`src/enc_pkg.sv`:
```
// Purpose: Shared constants for the encoder output head and its counter.
// Assumes: One clock pclk at 40 MHz.
// Notes: Edge skew budget sets the least edge spacing the counter checks.
package enc_pkg;
  localparam int unsigned CLK_MHZ = 40;
  localparam int unsigned PHASE_W = 8;
  localparam int unsigned POS_W = 32;
  localparam int unsigned INTERP_FACTOR = 10;
  localparam int unsigned DRIVER_SKEW_NS = 10;
  localparam int unsigned RECEIVER_SKEW_NS = 10;
  localparam int unsigned CABLE_SKEW_PS_PER_M = 200;
  localparam int unsigned CABLE_M = 3;
  localparam int unsigned EDGE_MIN_NS = 300;
  localparam int unsigned EDGE_EFF_NS = EDGE_MIN_NS - DRIVER_SKEW_NS
    - RECEIVER_SKEW_NS - (CABLE_SKEW_PS_PER_M * CABLE_M) / 1000;
  localparam int unsigned EDGE_EFF_CYC_RAW = (EDGE_EFF_NS * CLK_MHZ) / 1000;
  localparam int unsigned EDGE_EFF_CYC =
    (EDGE_EFF_CYC_RAW < 1) ? 1 : EDGE_EFF_CYC_RAW;
  localparam logic [POS_W-1:0] POS_RESET = 32'h0000_0000;
  localparam logic [POS_W-1:0] PRESET_RESET = 32'h0000_0000;
  localparam logic [7:0] ADDR_CTRL = 8'h00;
  localparam logic [7:0] ADDR_STATUS = 8'h04;
  localparam logic [7:0] ADDR_MASK = 8'h08;
  localparam logic [7:0] ADDR_POS = 8'h0c;
  localparam logic [7:0] ADDR_PRESET = 8'h10;
  localparam logic [7:0] ADDR_LEVELS = 8'h14;
  localparam int unsigned IRQ_REF = 0;
  localparam int unsigned IRQ_MISS = 1;
  localparam int unsigned IRQ_FAULT = 2;
  localparam int unsigned IRQ_SPACE = 3;
  localparam logic [3:0] MASK_RESET = 4'h0;
  localparam logic [1:0] CTRL_RESET = 2'h0;
  function automatic logic [1:0] gray2(input logic [1:0] s);
    gray2 = {s[1], s[1] ^ s[0]};
  endfunction : gray2
endpackage : enc_pkg

```
`src/enc_link_if.sv`:
```
// Purpose: Square-wave encoder link between head and counter.
// Assumes: Differential pairs modelled as true and complement signals.
// Notes: No clocking block; both ends share pclk.
`timescale 1ns/10ps
`default_nettype none
interface enc_link_if;
  logic quadrature_out_first;
  logic quadrature_out_first_n;
  logic quadrature_out_second;
  logic quadrature_out_second_n;
  logic reference_pulse_out;
  logic reference_pulse_out_n;
  logic fault_flag;
  logic switch_output_first;
  logic switch_output_second;
  logic test_in;
  modport head (
    output quadrature_out_first, quadrature_out_first_n,
    output quadrature_out_second, quadrature_out_second_n,
    output reference_pulse_out, reference_pulse_out_n,
    output fault_flag, switch_output_first, switch_output_second,
    input test_in
  );
  modport counter (
    input quadrature_out_first, quadrature_out_first_n,
    input quadrature_out_second, quadrature_out_second_n,
    input reference_pulse_out, reference_pulse_out_n,
    input fault_flag, switch_output_first, switch_output_second,
    output test_in
  );
endinterface : enc_link_if
`default_nettype wire

```
`src/enc_counter.sv`:
```
// Purpose: Quadrature counting electronics with APB register access.
// Assumes: Link inputs are synchronous to pclk; channels and reference resynchronised anyway.
// Notes: Status bits set by events, cleared by writing ones.
//
// Summary of operation
// - Head splits signal period into equal steps
// - Interpolation factor fixed per build
// - Two channels a quarter period apart
// - One count per edge of either channel
// - Counter catches edges at least spacing
// - Edge spacing allows driver, cable, receiver skew
// - Reference pulse one increment wide
// - Reference pulse loads preset into position
// - Head flags faulty scanning signals
// - Test input routes raw signals out
// - Two switch outputs; second held low in selectable variant
// - Selectable variant: track qualifies reference
//
// The APB slave port and the address map were decided locally.
`timescale 1ns/10ps
`default_nettype none
module enc_counter
  import enc_pkg::*;
(
  input wire logic pclk,
  input wire logic presetn,
  enc_link_if.counter link,
  input wire logic psel,
  input wire logic penable,
  input wire logic pwrite,
  input wire logic [7:0] paddr,
  input wire logic [31:0] pwdata,
  output logic [31:0] prdata,
  output logic pready,
  output logic pslverr,
  output logic irq
);
  import enc_pkg::*;

  ////////////////////////////////////////////////////////////////////////
  // Two-flop synchronisers for channels and reference
  logic [2:0] sync1_reg;
  logic [2:0] sync2_reg;
  logic [2:0] prev_reg;
  always_ff @(posedge pclk or negedge presetn) begin
    if (!presetn) begin
      sync1_reg <= 3'h0;
      sync2_reg <= 3'h0;
      prev_reg <= 3'h0;
    end else begin
      sync1_reg <= {link.reference_pulse_out, link.quadrature_out_first,
        link.quadrature_out_second};
      sync2_reg <= sync1_reg;
      prev_reg <= sync2_reg;
    end
  end

  ////////////////////////////////////////////////////////////////////////
  // Decode
  wire a_now = sync2_reg[1];
  wire b_now = sync2_reg[0];
  wire a_chg = a_now ^ prev_reg[1];
  wire b_chg = b_now ^ prev_reg[0];
  wire one_edge = a_chg ^ b_chg;
  wire both_edge = a_chg & b_chg;
  // First channel leads: A changed to differ from B, or B to match A
  wire count_up = (a_chg & (a_now != b_now)) |
    (b_chg & (a_now == b_now));
  wire ref_rise = sync2_reg[2] & ~prev_reg[2];

  ////////////////////////////////////////////////////////////////////////
  // Edge spacing watch
  logic [15:0] gap_reg;
  wire gap_short = one_edge && (gap_reg < 16'(EDGE_EFF_CYC));
  always_ff @(posedge pclk or negedge presetn) begin
    if (!presetn) gap_reg <= 16'hffff;
    else if (one_edge | both_edge) gap_reg <= 16'h0001;
    else if (gap_reg != 16'hffff) gap_reg <= gap_reg + 16'h0001;
  end

  ////////////////////////////////////////////////////////////////////////
  // Registers
  logic [POS_W-1:0] pos_reg;
  logic [POS_W-1:0] preset_reg;
  logic [1:0] ctrl_reg;
  logic [3:0] status_reg;
  logic [3:0] mask_reg;
  logic test_reg;
  wire count_en = ctrl_reg[0];
  wire ref_en = ctrl_reg[1];
  wire wr = psel & penable & pwrite;
  wire wr_ctrl = wr && (paddr == ADDR_CTRL);
  wire wr_status = wr && (paddr == ADDR_STATUS);
  wire wr_mask = wr && (paddr == ADDR_MASK);
  wire wr_preset = wr && (paddr == ADDR_PRESET);
  wire [3:0] events;
  assign events[IRQ_REF] = ref_rise & ref_en;
  assign events[IRQ_MISS] = both_edge;
  assign events[IRQ_FAULT] = link.fault_flag;
  assign events[IRQ_SPACE] = gap_short;

  always_ff @(posedge pclk or negedge presetn) begin
    if (!presetn) begin
      pos_reg <= POS_RESET;
    end else if (events[IRQ_REF]) begin
      pos_reg <= preset_reg;
    end else if (count_en & one_edge) begin
      pos_reg <= count_up ? pos_reg + 1'b1 : pos_reg - 1'b1;
    end
  end

  always_ff @(posedge pclk or negedge presetn) begin
    if (!presetn) begin
      preset_reg <= PRESET_RESET;
      ctrl_reg <= CTRL_RESET;
      mask_reg <= MASK_RESET;
      status_reg <= 4'h0;
      test_reg <= 1'b0;
    end else begin
      if (wr_preset) preset_reg <= pwdata;
      if (wr_ctrl) ctrl_reg <= pwdata[1:0];
      if (wr_ctrl) test_reg <= pwdata[2];
      if (wr_mask) mask_reg <= pwdata[3:0];
      // Set wins over write-one clear
      status_reg <= (status_reg & ~(wr_status ? pwdata[3:0] : 4'h0))
        | events;
    end
  end

  ////////////////////////////////////////////////////////////////////////
  // APB read path, zero wait states
  wire [31:0] levels = {27'h0, link.switch_output_second,
    link.switch_output_first, link.fault_flag, a_now, b_now};
  wire mapped = (paddr == ADDR_CTRL) | (paddr == ADDR_STATUS) |
    (paddr == ADDR_MASK) | (paddr == ADDR_POS) |
    (paddr == ADDR_PRESET) | (paddr == ADDR_LEVELS);
  wire [31:0] rd_mux =
    (paddr == ADDR_CTRL) ? {29'h0, test_reg, ctrl_reg} :
    (paddr == ADDR_STATUS) ? {28'h0, status_reg} :
    (paddr == ADDR_MASK) ? {28'h0, mask_reg} :
    (paddr == ADDR_POS) ? pos_reg :
    (paddr == ADDR_PRESET) ? preset_reg :
    (paddr == ADDR_LEVELS) ? levels : 32'h0;

  always_ff @(posedge pclk or negedge presetn) begin
    if (!presetn) prdata <= 32'h0;
    else if (psel & ~penable & ~pwrite) prdata <= rd_mux;
  end

  assign pready = 1'b1;
  assign pslverr = psel & penable & ~mapped;
  assign irq = |(status_reg & mask_reg);
  // Set-up mode: head shows raw signals while this bit is high
  assign link.test_in = test_reg;
endmodule : enc_counter
`default_nettype wire

```
`src/flat_wrapper.sv`:
```
// flat-port wrapper written by rule: the top's interface ports become plain ports
module enc_counter_flat import enc_pkg::*;
  (pclk, presetn, psel, penable, pwrite, paddr, pwdata, prdata, pready, pslverr, irq, link_quadrature_out_first, link_quadrature_out_first_n, link_quadrature_out_second, link_quadrature_out_second_n, link_reference_pulse_out, link_reference_pulse_out_n, link_fault_flag, link_switch_output_first, link_switch_output_second, link_test_in);
  enc_link_if link_i ();
  input wire logic pclk;
  input wire logic presetn;
  input wire logic psel;
  input wire logic penable;
  input wire logic pwrite;
  input wire logic [7:0] paddr;
  input wire logic [31:0] pwdata;
  output logic [31:0] prdata;
  output logic pready;
  output logic pslverr;
  output logic irq;
  input wire logic [$bits(link_i.quadrature_out_first)-1:0] link_quadrature_out_first;
  input wire logic [$bits(link_i.quadrature_out_first_n)-1:0] link_quadrature_out_first_n;
  input wire logic [$bits(link_i.quadrature_out_second)-1:0] link_quadrature_out_second;
  input wire logic [$bits(link_i.quadrature_out_second_n)-1:0] link_quadrature_out_second_n;
  input wire logic [$bits(link_i.reference_pulse_out)-1:0] link_reference_pulse_out;
  input wire logic [$bits(link_i.reference_pulse_out_n)-1:0] link_reference_pulse_out_n;
  input wire logic [$bits(link_i.fault_flag)-1:0] link_fault_flag;
  input wire logic [$bits(link_i.switch_output_first)-1:0] link_switch_output_first;
  input wire logic [$bits(link_i.switch_output_second)-1:0] link_switch_output_second;
  output wire logic [$bits(link_i.test_in)-1:0] link_test_in;
  assign link_i.quadrature_out_first = link_quadrature_out_first;
  assign link_i.quadrature_out_first_n = link_quadrature_out_first_n;
  assign link_i.quadrature_out_second = link_quadrature_out_second;
  assign link_i.quadrature_out_second_n = link_quadrature_out_second_n;
  assign link_i.reference_pulse_out = link_reference_pulse_out;
  assign link_i.reference_pulse_out_n = link_reference_pulse_out_n;
  assign link_i.fault_flag = link_fault_flag;
  assign link_i.switch_output_first = link_switch_output_first;
  assign link_i.switch_output_second = link_switch_output_second;
  assign link_test_in = link_i.test_in;
  enc_counter u_core (.pclk(pclk), .presetn(presetn), .link(link_i), .psel(psel), .penable(penable), .pwrite(pwrite), .paddr(paddr), .pwdata(pwdata), .prdata(prdata), .pready(pready), .pslverr(pslverr), .irq(irq));
endmodule
```
`config.mk`:
```
export PLATFORM = sky130hd
export DESIGN_NAME = enc_counter_flat
export DESIGN_NICKNAME = d
export VERILOG_FILES = /design/src/enc_pkg.sv /design/src/enc_link_if.sv /design/src/enc_counter.sv /design/src/flat_wrapper.sv
export SDC_FILE = /design/constraint.sdc
export NUM_CORES = 1
export LEC_CHECK = 0
export BUFFER_PORTS_ARGS = -buffer_cell sky130_fd_sc_hd__buf_2
export CORE_AREA = 2 2 124 217
export DETAILED_ROUTE_END_ITERATION = 10
export DIE_AREA = 0 0 126 219
export MAX_ROUTING_LAYER = met4
export PLACE_DENSITY = 0.55
export SYNTH_ARGS = -nofsm -noshare
export SYNTH_HDL_FRONTEND = slang
export SYNTH_SLANG_ARGS = --single-unit
export TNS_END_PERCENT = 50
```
`constraint.sdc`:
```
create_clock -name pclk -period 9.3 [get_ports pclk]
set_input_delay 0.465 -clock pclk [delete_from_list [all_inputs] [get_ports pclk]]
set_output_delay 0.465 -clock pclk [all_outputs]
set_load 0.005 [all_outputs]
```
==> Yosys cells after proc, flatten, opt, wreduce, memory -nomap -nowiden <==
Cells that the tools add are included.
{ "totals": {"regBits": 132, "latch_bits": 0, "ram_bits": 0, "romBits": 0, "input_bits": 54, "out_inout_bits": 36, "word_cells": 73, "memories": 0} }
{ "classes": {"addsub": 3, "multipliers": 0, "div": 0, "magnitude_cmp": 1, "eq_ne": 8, "n_shift": 0, "mux": 12, "bitwise_logic": 29, "reduce_logical": 9} }
{ "op_table": {"columns": ["op", "n"], "rows": [
  ["two-way mux 32 bit", 8],
  ["adder 32 x 1 -> 32 bit (second input constant)", 1],
  ["two-way mux 16 bit", 2],
  ["subtractor 32 x 1 -> 32 bit (second input constant)", 1],
  ["adder 16 x 1 -> 16 bit (second input constant)", 1],
  ["== test 8 x 4 -> 1 bit (second input constant)", 2],
  ["== test 8 x 5 -> 1 bit (second input constant)", 2],
  ["< comparator 16 x 4 -> 1 bit (second input constant)", 1],
  ["inequality test 16 bit (second input constant)", 1],
  ["bitwise AND 1 bit", 11],
  ["bitwise AND 4 bit", 2],
  ["== test 8 x 3 -> 1 bit (second input constant)", 1],
  ["zero test 8 bit", 1],
  ["OR 1 bit", 7],
  ["logical AND 1 bit", 5],
  ["two-way mux 5 bit", 1],
  ["two-way mux 4 bit", 1],
  ["inverter 1 bit", 4],
  ["inverter 4 bit", 1],
  ["OR 4 bit", 1],
  ["nonzero test 2 bit", 2],
  ["OR reduction 4 bit", 1],
  ["XOR 1 bit", 3],
  ["== test 1 bit", 1],
  ["inequality test 1 bit", 1]
]} }

==> Longest topological paths before layout <==
Gate-level depths: netlist of the first run.
{ "depth": {"depth_word": 8, "ltp_mapped": 17, "mapped_depth_nobuf": 13} }

==> Worst setup path after synthesis of the first run <==
No wires, ideal clock.
{ "synth_timing": {"path_kind": "reg2reg", "startpoint": "register u_core.prev_reg[0]", "endpoint": "register u_core.pos_reg[26]", "setup_time_ns": 0.137, "arrival_ns": 3.498, "setup_slack_ns": 5.665, "path_stages_with_launch": 18, "path_buffers": 4, "synth_period_minus_slack_ns": 3.635, "cell_sequence": "dfrtp_1 -> buf_2 -> nand2b_1 -> a21bo_2 -> nand2_1 -> buf_6 -> clkbuf_8 -> clkbuf_1 -> xnor2_1 -> ha_1 -> and4_1 -> nand4_1 -> a2111oi_0 -> o22ai_2 -> and4_1 -> o21ai_1 -> xor2_1 -> a21oi_1"} }
{ "synth_between": {"elab_chain_len": 6, "elab_cells_between_ends": 9} }
{ "synth_rtl": {"columns": ["element", "line_no", "source"], "rows": [
  ["start, declared", "enc_counter.sv:44", "logic [2:0] prev_reg;"],
  ["start signal, assigned", "enc_counter.sv:54", "prev_reg <= sync2_reg;"],
  ["XOR 1 bit (*)", "enc_counter.sv:63", "wire b_chg = b_now ^ prev_reg[0];"],
  ["bitwise AND 1 bit", "enc_counter.sv:68", "(b_chg & (a_now == b_now));"],
  ["OR 1 bit", "enc_counter.sv:67", "wire count_up = (a_chg & (a_now != b_now)) |"],
  ["two-way mux 32 bit", "enc_counter.sv:108", "pos_reg <= count_up ? pos_reg + 1'b1 : pos_reg - 1'b1;"],
  ["two-way mux 32 bit", "enc_counter.sv:107", "end else if (count_en & one_edge) begin"],
  ["two-way mux 32 bit", "enc_counter.sv:105", "end else if (events[IRQ_REF]) begin"],
  ["end signal, assigned", "enc_counter.sv:106", "pos_reg <= preset_reg;"],
  ["end signal, assigned", "enc_counter.sv:108", null],
  ["end, declared", "enc_counter.sv:83", "logic [POS_W-1:0] pos_reg;"]
]} }
Every way passes the cells marked *; elsewhere a longest branch is shown, timed or not. The select of a mux whose other input is x is not followed.
A chain may end at the register's enable or synchronous reset.

==> Worst setup path in the final report of the first run <==
{ "layout_timing": {"startpoint": "register u_core.sync2_reg[0]", "endpoint": "register u_core.pos_reg[30]"} }
{ "layout_between": {"elab_chain_len": 6, "elab_cells_between_ends": 12} }
{ "layout_rtl": {"columns": ["element", "line_no", "source"], "rows": [
  ["start, declared", "enc_counter.sv:43", "logic [2:0] sync2_reg;"],
  ["start signal, assigned", "enc_counter.sv:53", "sync2_reg <= sync1_reg;"],
  ["inequality test 1 bit, or another cell as far along", "enc_counter.sv:67", null],
  ["bitwise AND 1 bit (on tied branches)", "enc_counter.sv:67, enc_counter.sv:68", null],
  ["OR 1 bit", "enc_counter.sv:67", null],
  ["two-way mux 32 bit", "enc_counter.sv:108", null],
  ["two-way mux 32 bit", "enc_counter.sv:107", null],
  ["two-way mux 32 bit", "enc_counter.sv:105", null]
]} }
Parallel ways exist; a longest one is shown, timed or not. The select of a mux whose other input is x is not followed.

==> out/metrics.cfg, run 1 <==
[status]
outcome = finished clean

[clocking]
clock-sinks = 132
clk_path_buf_depth = 2
path_clk_slew_ps = 60
cts_made_buffers = 17
cts_root_buf = clkbuf_16
cts_setup_buffers = 0
htree_levels = 4
cts_tree = built
cts_resized = 0
ctsHoldBuffers = 0
clk_latency_ps = 440

[logic_synthesis]
yosysTopAreaCell = dfrtp_1
synth_area_leaders = dfrtp_1 (38%), mux2_2 (5.9%), dfstp_2 (5.5%)
yosys_register_bits = 132
yosysTopAreaCellShare_pct = 37.8
synthTopCellsByCount = dfrtp_1 (116), nand2_1 (95), nor2_1 (67)
synth_top_family_by_area = simple AND/OR/NAND/NOR gates
synth_fa_ha_area_share_pct = 0.489
syn_nets = 895
synth-compound-area-share_pct = 15.3
synthDistinctLibCells = 72
synth-async-reset-ratio_pct = 100
yosysMostFrequentCell = dfrtp_1
synth_edf_count = 0
netlist_instances = 838
synth_xor_area_share_pct = 4.11
avgSynthCellArea_sq_um = 9.15
synth_mux_area_share_pct = 8.22
syn_area_sq_um = 7670
synthFlopType = dfrtp_1
synthSimpleGateAreaFrac_pct = 23.2
yosysSeqAreaShare_pct = 43.3
synth_warnings = 0

[setup_path]
arrival_ps = 4360
slowest_delay_ps = 810
crit_family = compound AO/OA/AOI/OAI gates
cp_cell_sequence = nand2b_1 -> a21bo_2 -> nand2_1 -> buf_4 -> xnor2_1 -> ha_1 -> and4_1 -> nand4_1 -> a2111oi_0 -> o22ai_2 -> a21o_1 -> a32oi_1 -> xor2_1 -> o21ai_0
cp.required_ps = 9600
crit_slowest_cell = a2111oi_0
critPathKind = reg2reg
start_kind = flop
crit_path_start = u_core.sync2_reg[0]
cp_max_fo = 33
worst-path-buf-inv = 1
crit_path_end_kind = flop
r2r_start = u_core.sync2_reg[0]

[power_and_ir_drop]
power.switching_w = 0.000494
p_int_w = 0.00113
cellPowerDensity_nw_per_um2 = 186
p_leak_nw = 3.70
p_sw_share_pct = 30.4
clkPwrFrac_pct = 39.5
irDropWorstVdd_uv = 106
combPwrFrac_pct = 19.2
power_frac_seq_pct = 41.4

[placement]
place_hpwl_um = 16100
placed_cells = 1179
port_buffers = 85
gp_congestion = 0.908
placed_cell_area_sq_um = 8190
pre_cts_ws_ps = 5250

[layout]
post-route-util_pct = 33.9
fin_area_sq_um = 8730
layout.nets = 935
antenna_cells = 0
area_delta_synth_final_pct = 13.8
drive_above_1_share_pct = 22.7
instances_no_fill = 1210
fillers = 2746

[timing]
worstMarginPinSlew_ps = 1230
setup_slack_ps = 5250
finalCritPeriodShare_pct = 43.6
tns_ps = 0
report.final.slew_viol_count = 0
setup_violations = 0
skew_ps = 10.3
clock.fmax_ghz = 0.247
period_minus_slack_ps = 4050
finalHoldViolations = 0
maxSlewHeadroom_pct = 17.9
rsz0062_at_grt = false

[floorplan]
dieArea_sq_um = 27600
start_util_pct = 29.8
num_rows = 78
ios = 90
coreArea_sq_um = 25800
die_h_um = 219
die_w_um = 126

[global_routing]
gr-total-overflow = 0
globalRouteTotalUtil_pct = 17.2
grt_max_degree = 78
antenna_found_initial = 0
grt_pass1_wl_um = 36100
grt_pass1_vias = 6627

[flow_run]
maxCapViolCount = 0

[detailed_routing]
wl_per_cell_um = 18.5
routed_wl_um = 22400
dr.pass1.iters = 5
drtIter0Drc = 318
vias = 6408
drc = 0
via_per_inst = 5.30
postRouteAntennaNets = 0

[hold_path]
min_path_type = in2async

==> worst reg2reg max path: stages (launching register included) <==
cell and delay (ps):
dfrtp_1 580, nand2b_1 140, a21bo_2 250, nand2_1 60
buf_4 320, xnor2_1 190, ha_1 280, and4_1 240
nand4_1 170, a2111oi_0 810, o22ai_2 210, a21o_1 210
a32oi_1 210, xor2_1 170, o21ai_0 90
==> stage by stage <==
stage / hold WS [ps] / power, W
after floorplan: 169 / 0.000912
after global placement: 335 / 0.000994
after detailed placement: 335 / 0.000994
after CTS: 73.3 / 0.00165
after global routing: 90.9 / 0.00171
final: 44.9 / 0.00163
==> power groups by stage <==
stage	registers, W	clock network, W	logic, W
after global placement	0.000682	0	0.000312
after global routing	0.000681	0.000685	0.000344
after floorplan	0.000629	0	0.000283
final	0.000673	0.000642	0.000312
after CTS	0.000672	0.000665	0.000314
after detailed placement	0.000682	0	0.000312
==> logic make-up (layout without fill, tap and decap cells) <==
family	count (synthesis)	count (layout)
AOI/OAI and AO/OA	186	186
muxes	58	58
DFF	132	132
adders and majority gates	3	3
buffers and inverters	75	127
xor gates and xnor gates	36	36
other	1	1
and+or+nand+nor	347	347
==> routing by layer <==
metal  vias up  track usage (%)  wire length, um
met4         0             6.85              614
li1       3128                -                -
met3        33             3.73              752
met2       122             31.9            12600
met5         -                -                0
met1      3125             17.4             8430
==> worst paths after layout <==
path	end	slack (ps)	cells after the start
hold reg to reg	u_core.sync2_reg[2]	340	0
max in group asynchronous	u_core.pos_reg[22]	8060	2
hold / removal	u_core.preset_reg[4]	40	1
min in group pclk	u_core.sync1_reg[1]	130	1
setup reg to reg	u_core.pos_reg[30]	5250	14
setup / recovery	u_core.pos_reg[30]	5250	14
==> cell usage in the layout, fill, tap and decap left out, types with 4 or more instances in the layout <==
| cell type | count |
|---|---|
| a21o_1 | 5 |
| a21oi_1 | 29 |
| a22oi_1 | 32 |
| a31oi_1 | 11 |
| and2_1 | 4 |
| and3_1 | 12 |
| and4_1 | 4 |
| buf_2 | 84 |
| buf_4 | 8 |
| clkbuf_1 | 7 |
| clkbuf_16 | 17 |
| clkinv_2 | 4 |
| dfrtp_1 | 116 |
| dfstp_2 | 16 |
| mux2_2 | 40 |
| mux2i_1 | 18 |
| nand2_1 | 95 |
| nand2b_1 | 5 |
| nand3_1 | 32 |
| nand4_1 | 22 |
| nor2_1 | 66 |
| nor2b_1 | 9 |
| nor3_1 | 27 |
| nor3_2 | 4 |
| nor4_1 | 15 |
| o211ai_1 | 5 |
| o21ai_0 | 60 |
| o22ai_1 | 9 |
| or2_2 | 8 |
| or3_1 | 14 |
| or4_1 | 10 |
| xnor2_1 | 21 |
| xor2_1 | 15 |
==> final cells by class <==
| type | instances | area, sq um | area share (%) |
|---|---|---|---|
| multi-input cells | 631 | 3960 | 45.3 |
| flip-flops and latches | 132 | 3320 | 38.1 |
| repair buffers | 93 | 492 | 5.63 |
| clock buffers | 25 | 465 | 5.33 |
| well taps | 320 | 400 | 4.59 |
| clock inverters | 6 | 80.1 | 0.917 |
| inverters | 3 | 11.3 | 0.129 |
Power figures use the tool's default switching activity.
==> run 2, diff against run 1 <==
- ABC_AREA: not set -> 1
- CORE_AREA: 2 2 124 217 -> 2 2 127 222
- DIE_AREA: 0 0 126 219 -> 0 0 129 224
- PLACE_DENSITY: 0.55 -> 0.57
- clock period: 9.3 -> 3.4 ns (I/O delays scaled with it)
==> run 2 against run 1 <==
Compared with the run above:
- total power rose to 3.2 times the previous value
- cell count up 32%
- first-iteration DRC count up 50%
- sequential share of layout area down 3.8 points
- design area up 11%
- largest power group unchanged
- highest routed layer unchanged
==> out/metrics.cfg, run 2 <==
[status]
outcome = finished clean

[logic_synthesis]
synth_mux_area_share_pct = 0.140
synthDistinctLibCells = 46
synth-compound-area-share_pct = 20.2
syn_nets = 1177
synth-async-reset-ratio_pct = 100
synthFlopType = dfrtp_1
synthTopCellsByCount = nand2_1 (267), inv_1 (164), o21ai_0 (125)
synth_xor_area_share_pct = 1.31
synthSimpleGateAreaFrac_pct = 26.3
synth_area_leaders = dfrtp_1 (36%), nand2_1 (12%), o21ai_0 (7.8%)
synth_warnings = 0
synth_edf_count = 0
yosysTopAreaCellShare_pct = 36.1
avgSynthCellArea_sq_um = 7.18
netlist_instances = 1120
yosysSeqAreaShare_pct = 41.3
synth_top_family_by_area = simple AND/OR/NAND/NOR gates
syn_area_sq_um = 8040
yosysTopAreaCell = dfrtp_1
yosysMostFrequentCell = nand2_1
yosys_register_bits = 132
synth_fa_ha_area_share_pct = 0.467

[layout]
antenna_cells = 0
instances_no_fill = 1603
final_cell_mix = nand2_1 (266), inv_1 (164), o21ai_0 (125)
layout.nets = 1278
drive_above_1_share_pct = 16.1
fillers = 2913
area_delta_synth_final_pct = 20.6
final_common_cell = nand2_1

[detailed_routing]
via_per_inst = 4.85
vias = 7767
dr.pass1.iters = 5
drc = 0
drtIter0Drc = 477
routed_wl_um = 26000
postRouteAntennaNets = 0
wl_per_cell_um = 16.2

[setup_path]
critPathKind = reg2reg
crit_path_end_kind = flop
arrival_ps = 3100
start_kind = flop
cp_max_fo = 54
reg2reg_slack_ps = 600
cp.required_ps = 3700

[timing]
finalCritPeriodShare_pct = 82.3
setup_violations = 0
tns_ps = 0
period_minus_slack_ps = 2800
finalHoldViolations = 0
report.final.slew_viol_count = 0
maxSlewHeadroom_pct = 43.9
worstMarginPinSlew_ps = 841
rsz0062_at_grt = false
skew_ps = 13.6
clock.fmax_ghz = 0.357

[floorplan]
dieArea_sq_um = 28900
coreArea_sq_um = 27100
num_rows = 80
die_h_um = 224
die_w_um = 129
start_util_pct = 29.6
ios = 90

[clocking]
clk_latency_ps = 450
clock-sinks = 132
cts_tree = built
clk_path_buf_depth = 2
cts_resized = 0
path_clk_slew_ps = 60
cts_made_buffers = 17
htree_levels = 4
cts_root_buf = clkbuf_16

[flow_run]
maxCapViolCount = 0

[placement]
place_hpwl_um = 19500
gp_congestion = 0.947
port_buffers = 85
placed_cells = 1543

[power_and_ir_drop]
irDropWorstVdd_uv = 410
cellPowerDensity_nw_per_um2 = 534
p_leak_nw = 4.67
p_total_w = 0.00518

[global_routing]
globalRouteMet2Util_pct = 37.1
grt_busiest_layer = met2
grt_max_degree = 88
globalRouteTotalUtil_pct = 19.1
grt_pass1_wl_um = 40600
met1_usage_pct = 16.6
grt_pass1_vias = 7817
gr-total-overflow = 0
antenna_found_initial = 0
met3_usage_pct = 3.39

[hold_path]
min_path_type = in2reg

-- run 2: per-stage QoR --
stage | util [%] | worst slack [ps] | hold slack [ps] | instance area (sq um)
after floorplan | - | 1310 | -126 | 8040
after global placement | 32.5 | 676 | 284 | 8820
after detailed placement | 32.5 | 649 | 280 | 8820
after CTS | 35.7 | 639 | 0.956 | 9690
after global routing | 35.7 | 337 | 10.8 | 9690
final | 35.7 | 601 | 9.53 | 9690
-- run 2: power by group --
group	leakage (nW)	internal (W)	switching (W)
clock network	0.282	0.00116	0.000751
registers	1.58	0.00168	0.000229
logic	2.81	0.000465	0.000887
total	4.67	0.00331	0.00187
-- run 2: final timing paths --
kind / start / to / cells past startpoint
min reg2reg: u_core.sync1_reg[1] / u_core.sync2_reg[1] / 0
max: u_core.sync2_reg[1] / u_core.pos_reg[10] / 14
max in group asynchronous: presetn / u_core.gap_reg[3] / 3
min in group asynchronous: presetn / u_core.prdata[31] / 2
max reg2reg: u_core.sync2_reg[1] / u_core.pos_reg[10] / 14
min: pwdata[13] / u_core.preset_reg[13] / 3
-- run 2: cells by family (layout without fill, tap and decap cells) --
kind of cell | Yosys count | after routing
adder cells (fa/ha/maj) | 3 | 3
XOR/XNOR | 12 | 12
AND/OR/NAND/NOR | 488 | 488
multiplexers | 1 | 1
flip-flops | 132 | 132
other | 1 | 1
AO/OA/AOI/OAI | 274 | 274
buffers and inverters | 209 | 323
-- run 2: layer usage --
| layer | part of all wire, % | wire length [um] |
|---|---|---|
| met2 | 58 | 15000 |
| met4 | 5.3 | 1370 |
| met1 | 35 | 9000 |
| met5 | 0 | 0 |
| met3 | 2.3 | 608 |
-- run 2: repair_timing --
item / CTS / global route
hold buffers: 28 / 0
setup buffers: 0 / 0
hold endpoints to repair: 98 / 0
-- run 2: worst max-delay path, stage by stage (launching register included) --
cell and delay (ps):
dfrtp_1 470, inv_2 90, nand2_1 80, nand2_1 90
nand2_2 140, nand2_4 360, nand2_2 240, nand2_1 120
nor2_1 140, nand3_1 90, nand2_1 170, nand3_1 90
nand2_1 160, xor2_1 270, o21bai_1 100
-- run 2: cell type report --
| cell class | count | area [sq um] | area share, % |
|---|---|---|---|
| Clock buffer | 21 | 440 | 4.54 |
| Clock inverter | 11 | 154 | 1.59 |
| Inverter | 167 | 627 | 6.47 |
| Multi-Input combinational cell | 779 | 3890 | 40.2 |
| Sequential cell | 132 | 3320 | 34.3 |
| Tap cell | 369 | 462 | 4.76 |
| Timing Repair Buffer | 124 | 795 | 8.20 |
